### config.mk
export PLATFORM = sky130hd
export DESIGN_NAME = bcrd_decoder_flat
export DESIGN_NICKNAME = d
export VERILOG_FILES = /design/src/bcrd_pkg.sv /design/src/bcrd_if.sv /design/src/bcrd_decoder.sv /design/src/flat_wrapper.sv
export SDC_FILE = /design/constraint.sdc
export NUM_CORES = 1
export LEC_CHECK = 0
export ABC_AREA = 1
export BUFFER_PORTS_ARGS = -buffer_cell sky130_fd_sc_hd__buf_2
export CAP_MARGIN = 10
export CORE_ASPECT_RATIO = 2
export CORE_MARGIN = 1.5
export CORE_UTILIZATION = 41
export DETAILED_ROUTE_END_ITERATION = 10
export PLACE_DENSITY = 0.85
export SLEW_MARGIN = 20
export SYNTH_ARGS = -nofsm -noshare
export SYNTH_HDL_FRONTEND = slang
export SYNTH_SLANG_ARGS = --single-unit
### constraint.sdc
create_clock -name core_clk -period 3.18 [get_ports core_clk]
set_input_delay 0.477 -clock core_clk [delete_from_list [all_inputs] [get_ports core_clk]]
set_output_delay 0.477 -clock core_clk [all_outputs]
set_load 0.005 [all_outputs]
### src/bcrd_pkg.sv
// package: shared constants and types for the bus-cycle ready decoder
package bcrd_pkg;
	// ========================================
	// bus widths
	localparam int unsigned BCRD_ADDR_W  = 30;  // word address, bits 2..31
	localparam int unsigned BCRD_LANES   = 4;   // byte lanes of the 32-bit bus
	localparam int unsigned BCRD_DATA_W  = 32;
	localparam int unsigned BCRD_WAIT_W  = 4;   // wait-state count width
	localparam int unsigned BCRD_REGION_W = 4;  // top address bits decoded

	// ========================================
	// address map: top four bits of the word address select a device
	localparam logic [3:0] BCRD_REG_EPROM = 4'hF;  // boot store, 16-bit wide
	localparam logic [3:0] BCRD_REG_SRAM  = 4'h0;  // byte-writable ram
	localparam logic [3:0] BCRD_REG_PERIPH = 4'h8; // slow peripherals

	// ========================================
	// wait-state counts per device
	localparam logic [3:0] BCRD_WAIT_EPROM  = 4'h3;
	localparam logic [3:0] BCRD_WAIT_SRAM   = 4'h0;
	localparam logic [3:0] BCRD_WAIT_PERIPH = 4'h5;
	localparam logic [3:0] BCRD_WAIT_UNMAP  = 4'h2;  // default, avoids hang

	// ========================================
	// bus state machine codes (processor side)
	typedef enum logic [1:0] {
		BCRD_TI = 2'b00,  // idle
		BCRD_T1 = 2'b01,  // address state
		BCRD_T2 = 2'b10   // second_bus_state and its wait states
	} bcrd_bus_t;
endpackage

### src/bcrd_if.sv
// interface: processor local bus between core end and decoder end
`timescale 1ns/1ps
interface bcrd_if;
	import bcrd_pkg::*;
	logic [BCRD_ADDR_W-1:0] word_address;        // word address
	logic [BCRD_LANES-1:0]  byte_lane_enable_n;  // active-low lane enables
	logic                   addr_strobe_n;       // one processor clock per cycle
	logic                   write_n_read;        // 1 = write
	logic [BCRD_DATA_W-1:0] wdata;               // write data
	logic [BCRD_DATA_W-1:0] rdata;               // read data
	logic                   ready_n;             // cycle done, active low
	logic                   half_width_bus_n;    // 16-bit target, active low
	logic                   next_addr_request_n; // held high: no pipelining
	logic                   proc_clk_en;         // internal-clock phase mark

	modport core (
		output word_address, byte_lane_enable_n, addr_strobe_n,
		output write_n_read, wdata, proc_clk_en,
		input  rdata, ready_n, half_width_bus_n, next_addr_request_n
	);
	modport decoder (
		input  word_address, byte_lane_enable_n, addr_strobe_n,
		input  write_n_read, wdata, proc_clk_en,
		output rdata, ready_n, half_width_bus_n, next_addr_request_n
	);
endinterface

### src/bcrd_decoder.sv
// module: system-side address decoder and ready generator
`timescale 1ns/1ps
module bcrd_decoder
	import bcrd_pkg::*;
(
	input  wire logic                   core_clk,
	input  wire logic                   resetn,
	bcrd_if.decoder                     bus,
	output logic [BCRD_LANES-1:0]       ram_we_n,     // per-lane write enable
	output logic                        eprom_sel,    // device selects
	output logic                        sram_sel,
	output logic                        periph_sel,
	input  wire logic [BCRD_DATA_W-1:0] dev_rdata     // selected device data
);
	// ========================================
	// state
	logic                     busy_ff, nxt_busy;   // cycle in progress
	logic [BCRD_WAIT_W-1:0]   wcnt_ff, nxt_wcnt;   // processor clocks left
	logic                     rdy_n_ff, nxt_rdy_n;
	logic                     half_n_ff, nxt_half_n;
	logic [BCRD_LANES-1:0]    we_n_ff, nxt_we_n;
	logic [2:0]               sel_ff, nxt_sel;     // eprom, sram, periph
	logic [BCRD_DATA_W-1:0]   rd_ff, nxt_rd;
	logic [BCRD_WAIT_W-1:0]   waits;               // decoded count
	logic [BCRD_REGION_W-1:0] region;
	logic [2:0]               sel_dec;
	logic                     start;

	// ========================================
	// address decode
	always_comb begin
		region  = bus.word_address[BCRD_ADDR_W-1 -: BCRD_REGION_W];
		sel_dec = 3'h0;
		waits   = BCRD_WAIT_UNMAP;
		unique case (region)
			BCRD_REG_EPROM: begin
				sel_dec = 3'h1;
				waits   = BCRD_WAIT_EPROM;
			end
			BCRD_REG_SRAM: begin
				sel_dec = 3'h2;
				waits   = BCRD_WAIT_SRAM;
			end
			BCRD_REG_PERIPH: begin
				sel_dec = 3'h4;
				waits   = BCRD_WAIT_PERIPH;
			end
			default: sel_dec = 3'h0;  // unmapped: no select
		endcase
	end

	// strobe seen on the processor clock edge closing T1
	assign start = !bus.addr_strobe_n && bus.proc_clk_en && !busy_ff;

	// ========================================
	// next-state logic
	always_comb begin
		nxt_busy   = busy_ff;
		nxt_wcnt   = wcnt_ff;
		nxt_rdy_n  = 1'b1;
		nxt_half_n = half_n_ff;
		nxt_we_n   = we_n_ff;
		nxt_sel    = sel_ff;
		nxt_rd     = rd_ff;
		if (start) begin
			nxt_busy   = 1'b1;
			// a down counter covers the largest count, a 5-bit one-hot
			// shifted by 5 would fall off the top and end the cycle early
			nxt_wcnt   = waits;
			nxt_sel    = sel_dec;
			nxt_half_n = ~sel_dec[0];
			nxt_we_n   = (bus.write_n_read && sel_dec[1]) ?
			             bus.byte_lane_enable_n : '1;
		end else if (busy_ff && !bus.proc_clk_en) begin
			// counts on first-half edges, so ready stands low exactly
			// through the edge at which the core samples it
			if (wcnt_ff == '0) begin
				nxt_rdy_n = 1'b0;
				nxt_busy  = 1'b0;
				nxt_rd    = dev_rdata;
			end else begin
				nxt_wcnt = wcnt_ff - BCRD_WAIT_W'(1);
			end
		end else if (busy_ff) begin
			nxt_rdy_n = rdy_n_ff;
		end
		if (!nxt_busy) begin
			nxt_we_n   = '1;
			nxt_sel    = 3'h0;
			nxt_half_n = nxt_rdy_n ? 1'b1 : half_n_ff;
		end
	end

	// ========================================
	// registers
	always_ff @(posedge core_clk) begin
		if (!resetn) begin
			busy_ff   <= 1'b0;
			wcnt_ff   <= '0;
			rdy_n_ff  <= 1'b1;
			half_n_ff <= 1'b1;
			we_n_ff   <= '1;
			sel_ff    <= 3'h0;
			rd_ff     <= '0;
		end else begin
			busy_ff   <= nxt_busy;
			wcnt_ff   <= nxt_wcnt;
			rdy_n_ff  <= nxt_rdy_n;
			half_n_ff <= nxt_half_n;
			we_n_ff   <= nxt_we_n;
			sel_ff    <= nxt_sel;
			rd_ff     <= nxt_rd;
		end
	end

	// ========================================
	// outputs; pipelining kept off during bring-up
	assign bus.next_addr_request_n = 1'b1;
	assign bus.ready_n             = rdy_n_ff;
	assign bus.half_width_bus_n    = half_n_ff;
	assign bus.rdata               = rd_ff;
	assign ram_we_n                = we_n_ff;
	assign eprom_sel               = sel_ff[0];
	assign sram_sel                = sel_ff[1];
	assign periph_sel              = sel_ff[2];
endmodule // bcrd_decoder

### src/flat_wrapper.sv
// flat-port wrapper written by rule: the top's interface ports become plain ports
module bcrd_decoder_flat import bcrd_pkg::*;
  (core_clk, resetn, ram_we_n, eprom_sel, sram_sel, periph_sel, dev_rdata, bus_word_address, bus_byte_lane_enable_n, bus_addr_strobe_n, bus_write_n_read, bus_wdata, bus_proc_clk_en, bus_rdata, bus_ready_n, bus_half_width_bus_n, bus_next_addr_request_n);
  bcrd_if bus_i ();
  input  wire logic core_clk;
  input  wire logic resetn;
  output logic [BCRD_LANES-1:0] ram_we_n;
  output logic eprom_sel;
  output logic sram_sel;
  output logic periph_sel;
  input  wire logic [BCRD_DATA_W-1:0] dev_rdata;
  input wire logic [$bits(bus_i.word_address)-1:0] bus_word_address;
  input wire logic [$bits(bus_i.byte_lane_enable_n)-1:0] bus_byte_lane_enable_n;
  input wire logic [$bits(bus_i.addr_strobe_n)-1:0] bus_addr_strobe_n;
  input wire logic [$bits(bus_i.write_n_read)-1:0] bus_write_n_read;
  input wire logic [$bits(bus_i.wdata)-1:0] bus_wdata;
  input wire logic [$bits(bus_i.proc_clk_en)-1:0] bus_proc_clk_en;
  output wire logic [$bits(bus_i.rdata)-1:0] bus_rdata;
  output wire logic [$bits(bus_i.ready_n)-1:0] bus_ready_n;
  output wire logic [$bits(bus_i.half_width_bus_n)-1:0] bus_half_width_bus_n;
  output wire logic [$bits(bus_i.next_addr_request_n)-1:0] bus_next_addr_request_n;
  assign bus_i.word_address = bus_word_address;
  assign bus_i.byte_lane_enable_n = bus_byte_lane_enable_n;
  assign bus_i.addr_strobe_n = bus_addr_strobe_n;
  assign bus_i.write_n_read = bus_write_n_read;
  assign bus_i.wdata = bus_wdata;
  assign bus_i.proc_clk_en = bus_proc_clk_en;
  assign bus_rdata = bus_i.rdata;
  assign bus_ready_n = bus_i.ready_n;
  assign bus_half_width_bus_n = bus_i.half_width_bus_n;
  assign bus_next_addr_request_n = bus_i.next_addr_request_n;
  bcrd_decoder u_core (.core_clk(core_clk), .resetn(resetn), .bus(bus_i), .ram_we_n(ram_we_n), .eprom_sel(eprom_sel), .sram_sel(sram_sel), .periph_sel(periph_sel), .dev_rdata(dev_rdata));
endmodule
# After elaboration in Yosys (flattened, before gate mapping)
# Cells that the tools add are included.
# Widths: inputs -> output; s select.
totals:
  ff_bits: 46
  output_inout_bits: 42
classes:
  add_sub_neg: 1
  eq_ne: 4
  n_mux: 16
  n_bitwise: 2
  reduce_logical: 15
op_table:
  columns: ["operator", "n"]
  rows:
  - ["$pmux 3 s3", 2]
  - ["$mux 4", 4]
  - ["$mux 1", 10]
  - ["$eq 4x4->1 const B", 2]
  - ["$logic_not 4->1", 2]
  - ["$reduce_and 2->1", 3]
  - ["$logic_and 1x1->1", 4]
  - ["$reduce_bool 2->1", 2]
  - ["$sub 4x1->4 const B", 1]
  - ["$logic_not 1->1", 3]
  - ["$reduce_and 3->1", 1]
  - ["$ne 2x1->1 const B", 1]
  - ["$ne 2x2->1 const B", 1]
  - ["$not 1->1", 2]

# Logic depth before layout (Yosys ltp)
# Gate-level depths: netlist of run 1.
depth:
  depth_word: 6
  depth_mapped: 8

# Least setup slack after synthesis of run 1
# OpenSTA, ideal clock, no wires.
synth_path:
  kind: "input port to flip-flop"
  start: "input resetn"
  end: "register u_core.rd_ff[25] (netlist: u_core.bus.rdata[25])"
  setup_ps: 65
  arrival_time_ps: 1134
  required_ps: 3115
  setup_slack_ps: 1981
  cell_stages: 4
  path_buffers: 2
  cell_sequence: "clkbuf_1 > clkbuf_1 > o21ai_0 > nor2_1"
synth_rtl:
  columns: ["element", "line_no", "source"]
  rows:
  - ["from (decl)", "flat_wrapper.sv:6", "input wire logic resetn;"]
  - ["to (signal assigned)", "bcrd_decoder.sv:112", "rd_ff <= nxt_rd;"]
  - ["to (decl)", "bcrd_decoder.sv:23", "logic [BCRD_DATA_W-1:0] rd_ff, nxt_rd;"]

# Worst setup path after layout of run 1
layout_path:
  start: "register u_core.wcnt_ff[0]"
  end: "register u_core.rd_ff[29] (netlist: u_core.bus.rdata[29])"
layout_between:
  elab_chain_cells: 2
layout_rtl:
  columns: ["element", "line_no", "source"]
  rows:
  - ["from (decl)", "bcrd_decoder.sv:18", "logic [BCRD_WAIT_W-1:0] wcnt_ff, nxt_wcnt;"]
  - ["from (signal assigned)", "bcrd_decoder.sv:107", "wcnt_ff <= nxt_wcnt;"]
  - ["$logic_not 4->1", "bcrd_decoder.sv:77", "if (wcnt_ff == '0) begin"]
  - ["$reduce_and 3->1 (no source line)", null, null]
# No other way between the ends.
# A chain may end at the register's enable or synchronous reset.

==> impl_metrics.json, run 1 <==
{
  "status": "finished clean",
  "cpMostUsedCell": "nor2_1",
  "synthTopCellsByArea": "dfxtp_1 (50%), nor2_1 (16%), o21ai_0 (8.7%), nand2_1 (8.2%), nand3_1 (2.7%)",
  "clockBufferDepth": 2,
  "insertion_delay_ns": 0.29,
  "crit_type": "flip-flop to flip-flop",
  "rsz0062_at_grt": "false",
  "fmax_ghz": 0.495,
  "grt_overflow": 0,
  "coreArea_sq_um": 4340,
  "cp_top_family": "buffers and inverters",
  "ys_ff_latch": 46,
  "slowest_delay_ns": 0.63,
  "cts-buffers-inserted": 5,
  "synth_top_cell_area_share_pct": 50.0,
  "drc": 0,
  "track_usage_pct": 18.0,
  "syn_avg_cell_area_sq_um": 7.30,
  "synth_edf_count": 0,
  "dr.pass1.iters": 6,
  "fin_nets": 437,
  "die_y_microns": 97.8,
  "dp_hpwl_microns": 3010,
  "avgViaCountPerCell": 4.67,
  "cts-resized-gates": 0,
  "num_vias": 1804,
  "ios": 145,
  "slowest_stage": "inv_2",
  "layout-drive-gt1-share_pct": 30.1,
  "wire_per_inst_microns": 10.7,
  "layout_common_cells": "buf_2 (85), nor2_1 (79), dfxtp_1 (46)",
  "yosysWarnings": 0,
  "finalHoldViolCount": 0,
  "yosysSeqAreaShare_pct": 50.0,
  "clock-sinks": 46,
  "hp-class": "primary input to flip-flop",
  "finalCritPeriodShare_pct": 63.5,
  "crit_path_cell_trace": "inv_1, ha_1, nand3_2, inv_2, nor2_1, nor2_1",
  "crit_path_max_fanout": 35,
  "root_buffer": "clkbuf_8",
  "cts_max_level": 2,
  "fp-row-count": 34,
  "hold_buffers": 0,
  "gp_congestion": 0.763,
  "area_growth_pct": 29.0,
  "drt_wl_total_microns": 4150,
  "cts_setup_buffers": 0,
  "start_util_pct": 42.4,
  "final_common_cell": "buf_2",
  "cellPowerDensity_nw_per_um2": 510,
  "drtAntennaViolNets": 0,
  "grt_pass1_wl_microns": 6940,
  "synthCells": 252,
  "cp_num_buf_inv": 2,
  "port_buffers": 85,
  "synth_area_leader_cell": "dfxtp_1",
  "grt_max_degree": 40,
  "stdcell_area_sq_um": 2370,
  "worstPathArrival_ns": 2.24,
  "dp_cells": 379,
  "clkTransAtPathRegs_ns": 0.08,
  "worstPathRequired_ns": 3.40,
  "syn_area_sq_um": 1840,
  "die_area_sq_um": 4920,
  "finalSetupViolations": 0,
  "r2r_slack_ns": 1.16,
  "synth_cell_types": 19,
  "setup_tns_ns": 0,
  "critPathLaunchType": "flip-flop",
  "syn-num-nets": 357,
  "finalMaxSlewViolations": 0,
  "slew_headroom_pct": 60.2,
  "fin_crit_ns": 2.02,
  "drt-initial-drc-count": 33,
  "ys.flop_type": "dfxtp_1",
  "worst_pin_slew_ns": 0.597,
  "placed_area_sq_um": 2260,
  "async_flop_share_pct": 0,
  "instances_no_fill": 386,
  "ir_drop_mv": 0.360,
  "antenna_found_initial": 0,
  "p_leak_nw": 1.19,
  "die_w_microns": 50.4,
  "cts_tree": "done",
  "max-cap-violations": 0,
  "cp-end-kind": "flip-flop",
  "diodes": 0,
  "skew_ns": 0.00446,
  "grt_pass1_vias": 1712
}
-- worst paths after layout --
check / cells past startpoint / start / end
min: 3 / dev_rdata[24] / u_core.bus.rdata[24]
max reg2reg: 6 / u_core.wcnt_ff[0] / u_core.bus.rdata[29]
max: 6 / u_core.wcnt_ff[0] / u_core.bus.rdata[29]
min reg2reg: 2 / u_core.sel_ff[2] / u_core.sel_ff[2]
-- worst register-to-register path: stages, from the launching register on --
cell     delay (ns)
dfxtp_1        0.31
inv_1          0.12
ha_1           0.20
nand3_2        0.46
inv_2          0.63
nor2_1         0.10
nor2_1         0.13
-- registers in the layout, summed over array words and instances (netlist names) --
| signal | count |
|---|---|
| u_core.ram_we_n | 4 |
| u_core.bus.ready_n | 1 |
| u_core.bus.rdata | 32 |
| u_core.wcnt_ff | 4 |
| u_core.busy_ff | 1 |
| u_core.sel_ff | 3 |
| u_core.bus.half_width_bus_n | 1 |
-- logic make-up (layout without fill, tap and decap cells) --
family,count (synthesis),after routing,share of synthesized area (%)
compound gates,36,36,9.79
xor+xnor,1,1,0.476
fa+ha+maj,2,2,1.36
buf+inv,27,107,7.00
flops,46,46,50.0
other cells,1,1,0.204
simple gates,139,139,31.1
-- layer usage --
| layer | track usage (%) | part of all wire, % | vias to the layer above | routed length [microns] |
|---|---|---|---|---|
| met5 | 0 | 0 | - | 0 |
| met4 | 10.8 | 3.1 | 0 | 127 |
| met3 | 4.74 | 6.4 | 13 | 266 |
| met2 | 32.6 | 51 | 72 | 2100 |
| met1 | 17.3 | 40 | 775 | 1660 |
| li1 | - | - | 944 | - |
-- synth_stat cells, drive strengths merged, types with 2 or more instances --
cell,n
dfxtp,46
nand3b,4
clkbuf,7
nand2,40
inv,15
or2,4
ha,2
nor2,80
nand3,11
a21oi,4
buf,5
o21ai,32
-- final cells by class --
cell class,count,area [sq um]
well taps,54,67.6
multi-input cells,179,791
clock buffers,6,82.6
flip-flops and latches,46,921
clock inverters,1,30.0
repair buffers,85,425
inverters,15,56.3
fillers,447,1970
-- where the power goes --
group	leakage, nW	switching [mW]	internal [mW]	total [mW]
registers	0.374	0.0135	0.604	0.618
clock network	0.0573	0.177	0.251	0.428
logic	0.764	0.0923	0.0713	0.164
total	1.19	0.283	0.927	1.21
-- per-stage QoR --
step / total power, mW / setup WS, ns / util, % / hold slack, ns
floorplan: 0.733 / 1.98 / - / 0.457
global placement: 0.790 / 1.04 / 52.1 / 0.447
detailed placement: 0.795 / 0.983 / 52.1 / 0.457
CTS: 1.23 / 1.09 / 54.7 / 0.420
global route: 1.28 / 0.887 / 54.7 / 0.432
finish: 1.21 / 1.16 / 54.7 / 0.434
Note: power is estimated with default switching activity, not from simulation.
==> inputs of run 2 (changes only) <==
--- a/config.mk
+++ b/config.mk
@@ -10,9 +10,9 @@
 export CAP_MARGIN = 10
 export CORE_ASPECT_RATIO = 2
 export CORE_MARGIN = 1.5
-export CORE_UTILIZATION = 41
+export CORE_UTILIZATION = 35
 export DETAILED_ROUTE_END_ITERATION = 10
-export PLACE_DENSITY = 0.85
+export PLACE_DENSITY = 0.77
 export SLEW_MARGIN = 20
 export SYNTH_ARGS = -nofsm -noshare
 export SYNTH_HDL_FRONTEND = slang
==> constraint.sdc (replaced) <==
create_clock -name core_clk -period 1.7 [get_ports core_clk]
set_input_delay 0.255 -clock core_clk [delete_from_list [all_inputs] [get_ports core_clk]]
set_output_delay 0.255 -clock core_clk [all_outputs]
set_load 0.005 [all_outputs]
==> run 2 against run 1 <==
  * Critical path depth did not move
  * Combinational power rose by 92%
  * Global-route usage fell by 2.6 points
  * Setup slack got worse by 0.88 ns
  * Cell count rose by 2.8%
  * Sequential share of layout area fell by 0.76 points
  * Via count did not move
  * Non-clock buffer count rose by 6
  * Design area rose by 2.0%
  * Flip-flop and latch count did not move
  * Fmax rose by 43%
  * Wire length rose by 3.5%
  * Largest cell class unchanged
  * Largest power group unchanged
==> impl_metrics.json, run 2 (synthesis results as in run 1) <==
{
  "status": "finished clean",
  "cp_top_family": "buffers and inverters",
  "largest_reg_flops": 32,
  "startpoint": "u_core.wcnt_ff[0]",
  "grt_max_degree": 27,
  "finalSetupViolations": 0,
  "crit_type": "flip-flop to flip-flop",
  "drtAntennaViolNets": 0,
  "antenna_found_initial": 0,
  "crit_path_cell_trace": "inv_1, ha_1, nand3_2, buf_4, o21ai_0, nor2_1",
  "p_sw_share_pct": 24.2,
  "layout_common_cells": "buf_2 (85), nor2_1 (79), dfxtp_1 (46)",
  "dp_hpwl_microns": 3400,
  "skew_ns": 0.00660,
  "num_vias": 1804,
  "cts-resized-gates": 0,
  "gp_congestion": 0.779,
  "multi_input_area_sq_um": 791,
  "p_switching_uw": 546,
  "cts-buffers-inserted": 5,
  "track_usage_pct": 15.4,
  "insertion_delay_ns": 0.29,
  "avgViaCountPerCell": 4.54,
  "start_util_pct": 36.1,
  "grt_pass1_wl_microns": 6620,
  "finalCritPeriodShare_pct": 83.4,
  "ir_drop_mv": 0.714,
  "place_ws_ns": 0.281,
  "worstPathRequired_ns": 1.88,
  "r2r-start": "u_core.wcnt_ff[0]",
  "die_w_microns": 54.3,
  "setup_ws_ns": 0.283,
  "ios": 145,
  "intPower_mw": 1.71,
  "slowest_delay_ns": 0.33,
  "hold_start": "dev_rdata[17]",
  "fin_nets": 443,
  "grt_pass1_vias": 1602,
  "ff_latch_area_sq_um": 921,
  "worstPathArrival_ns": 1.60,
  "port_buffers": 85,
  "setup_tns_ns": 0,
  "cts_tree": "done",
  "max-cap-violations": 0,
  "clock-sinks": 46,
  "clockPowerShare_pct": 34.8,
  "rsz0062_at_grt": "false",
  "hold_depth": 3,
  "area_growth_pct": 31.5,
  "grt_overflow": 0,
  "crit_path_max_fanout": 16,
  "drc": 0,
  "final_core_util_pct": 47.5,
  "finalMaxSlewViolations": 0,
  "drt_wl_total_microns": 4290,
  "final_common_cell": "buf_2",
  "fp-row-count": 37,
  "cp_num_cells": 6,
  "cellPowerDensity_nw_per_um2": 932,
  "clkTransAtPathRegs_ns": 0.08,
  "hp-class": "primary input to flip-flop",
  "p_seq_share_pct": 51.2,
  "layout-drive-gt1-share_pct": 31.3,
  "root_buffer": "clkbuf_8",
  "critPathLaunchType": "flip-flop",
  "cp-end-kind": "flip-flop",
  "reg2reg_depth": 6,
  "die_y_microns": 106,
  "fillers": 539,
  "die_area_sq_um": 5730,
  "wire_per_inst_microns": 10.8,
  "finalHoldViolCount": 0,
  "cts_max_level": 2,
  "hold_buffers": 0,
  "clockBufferDepth": 2,
  "fin_crit_ns": 1.42,
  "cts_setup_buffers": 0,
  "fmax_ghz": 0.705,
  "cp_num_buf_inv": 2,
  "slowest_stage": "dfxtp_1",
  "p_leak_nw": 1.22,
  "dr.pass1.iters": 4,
  "comb_power_share_pct": 14.0,
  "diodes": 0,
  "drt-initial-drc-count": 29,
  "coreArea_sq_um": 5090
}
[run 2: power groups by stage]
stage	Clock [mW]	Combinational, mW	Sequential, mW
2_1_floorplan	0	0.186	1.18
3_3_place_gp	0	0.311	1.18
3_5_place_dp	0	0.318	1.18
4_1_cts	0.818	0.320	1.16
5_1_grt	0.856	0.368	1.16
6_report	0.785	0.315	1.16
[run 2: area by class of cell]
class	count	area share, %
flip-flops and latches	46	38.0
multi-input cells	179	32.7
repair buffers	91	19.4
clock buffers	6	3.00
well taps	58	3.00
inverters	15	2.33
clock inverters	2	1.55
[run 2: worst paths after layout]
path,end,slack (ns)
worst max-delay path,u_core.bus.rdata[5],0.28
worst min-delay path,u_core.bus.rdata[17],0.21
worst max register to register,u_core.bus.rdata[5],0.28
worst min register to register,u_core.sel_ff[0],0.47
[run 2: stage by stage]
stage	area, sq um	total power [mW]	hold WS (ns)	cells
final	2420	2.26	0.208	397
after floorplan	1840	1.37	0.392	252
after global placement	2310	1.49	0.448	389
after detailed placement	2310	1.50	0.458	389
after global routing	2420	2.39	0.216	397
after CTS	2420	2.30	0.198	397
[run 2: routing by layer]
| layer | vias up | part of all wire (%) | track usage (%) |
|---|---|---|---|
| met5 | - | 0 | 0 |
| li1 | 952 | - | - |
| met1 | 786 | 37 | 14.3 |
| met2 | 61 | 54 | 29.0 |
| met3 | 5 | 7.1 | 3.97 |
| met4 | 0 | 1.6 | 6.25 |
[run 2: worst register-to-register path: stages (launching register included)]
cell	delay (ns)
dfxtp_1	0.33
inv_1	0.13
ha_1	0.20
nand3_2	0.18
buf_4	0.24
o21ai_0	0.18
nor2_1	0.06
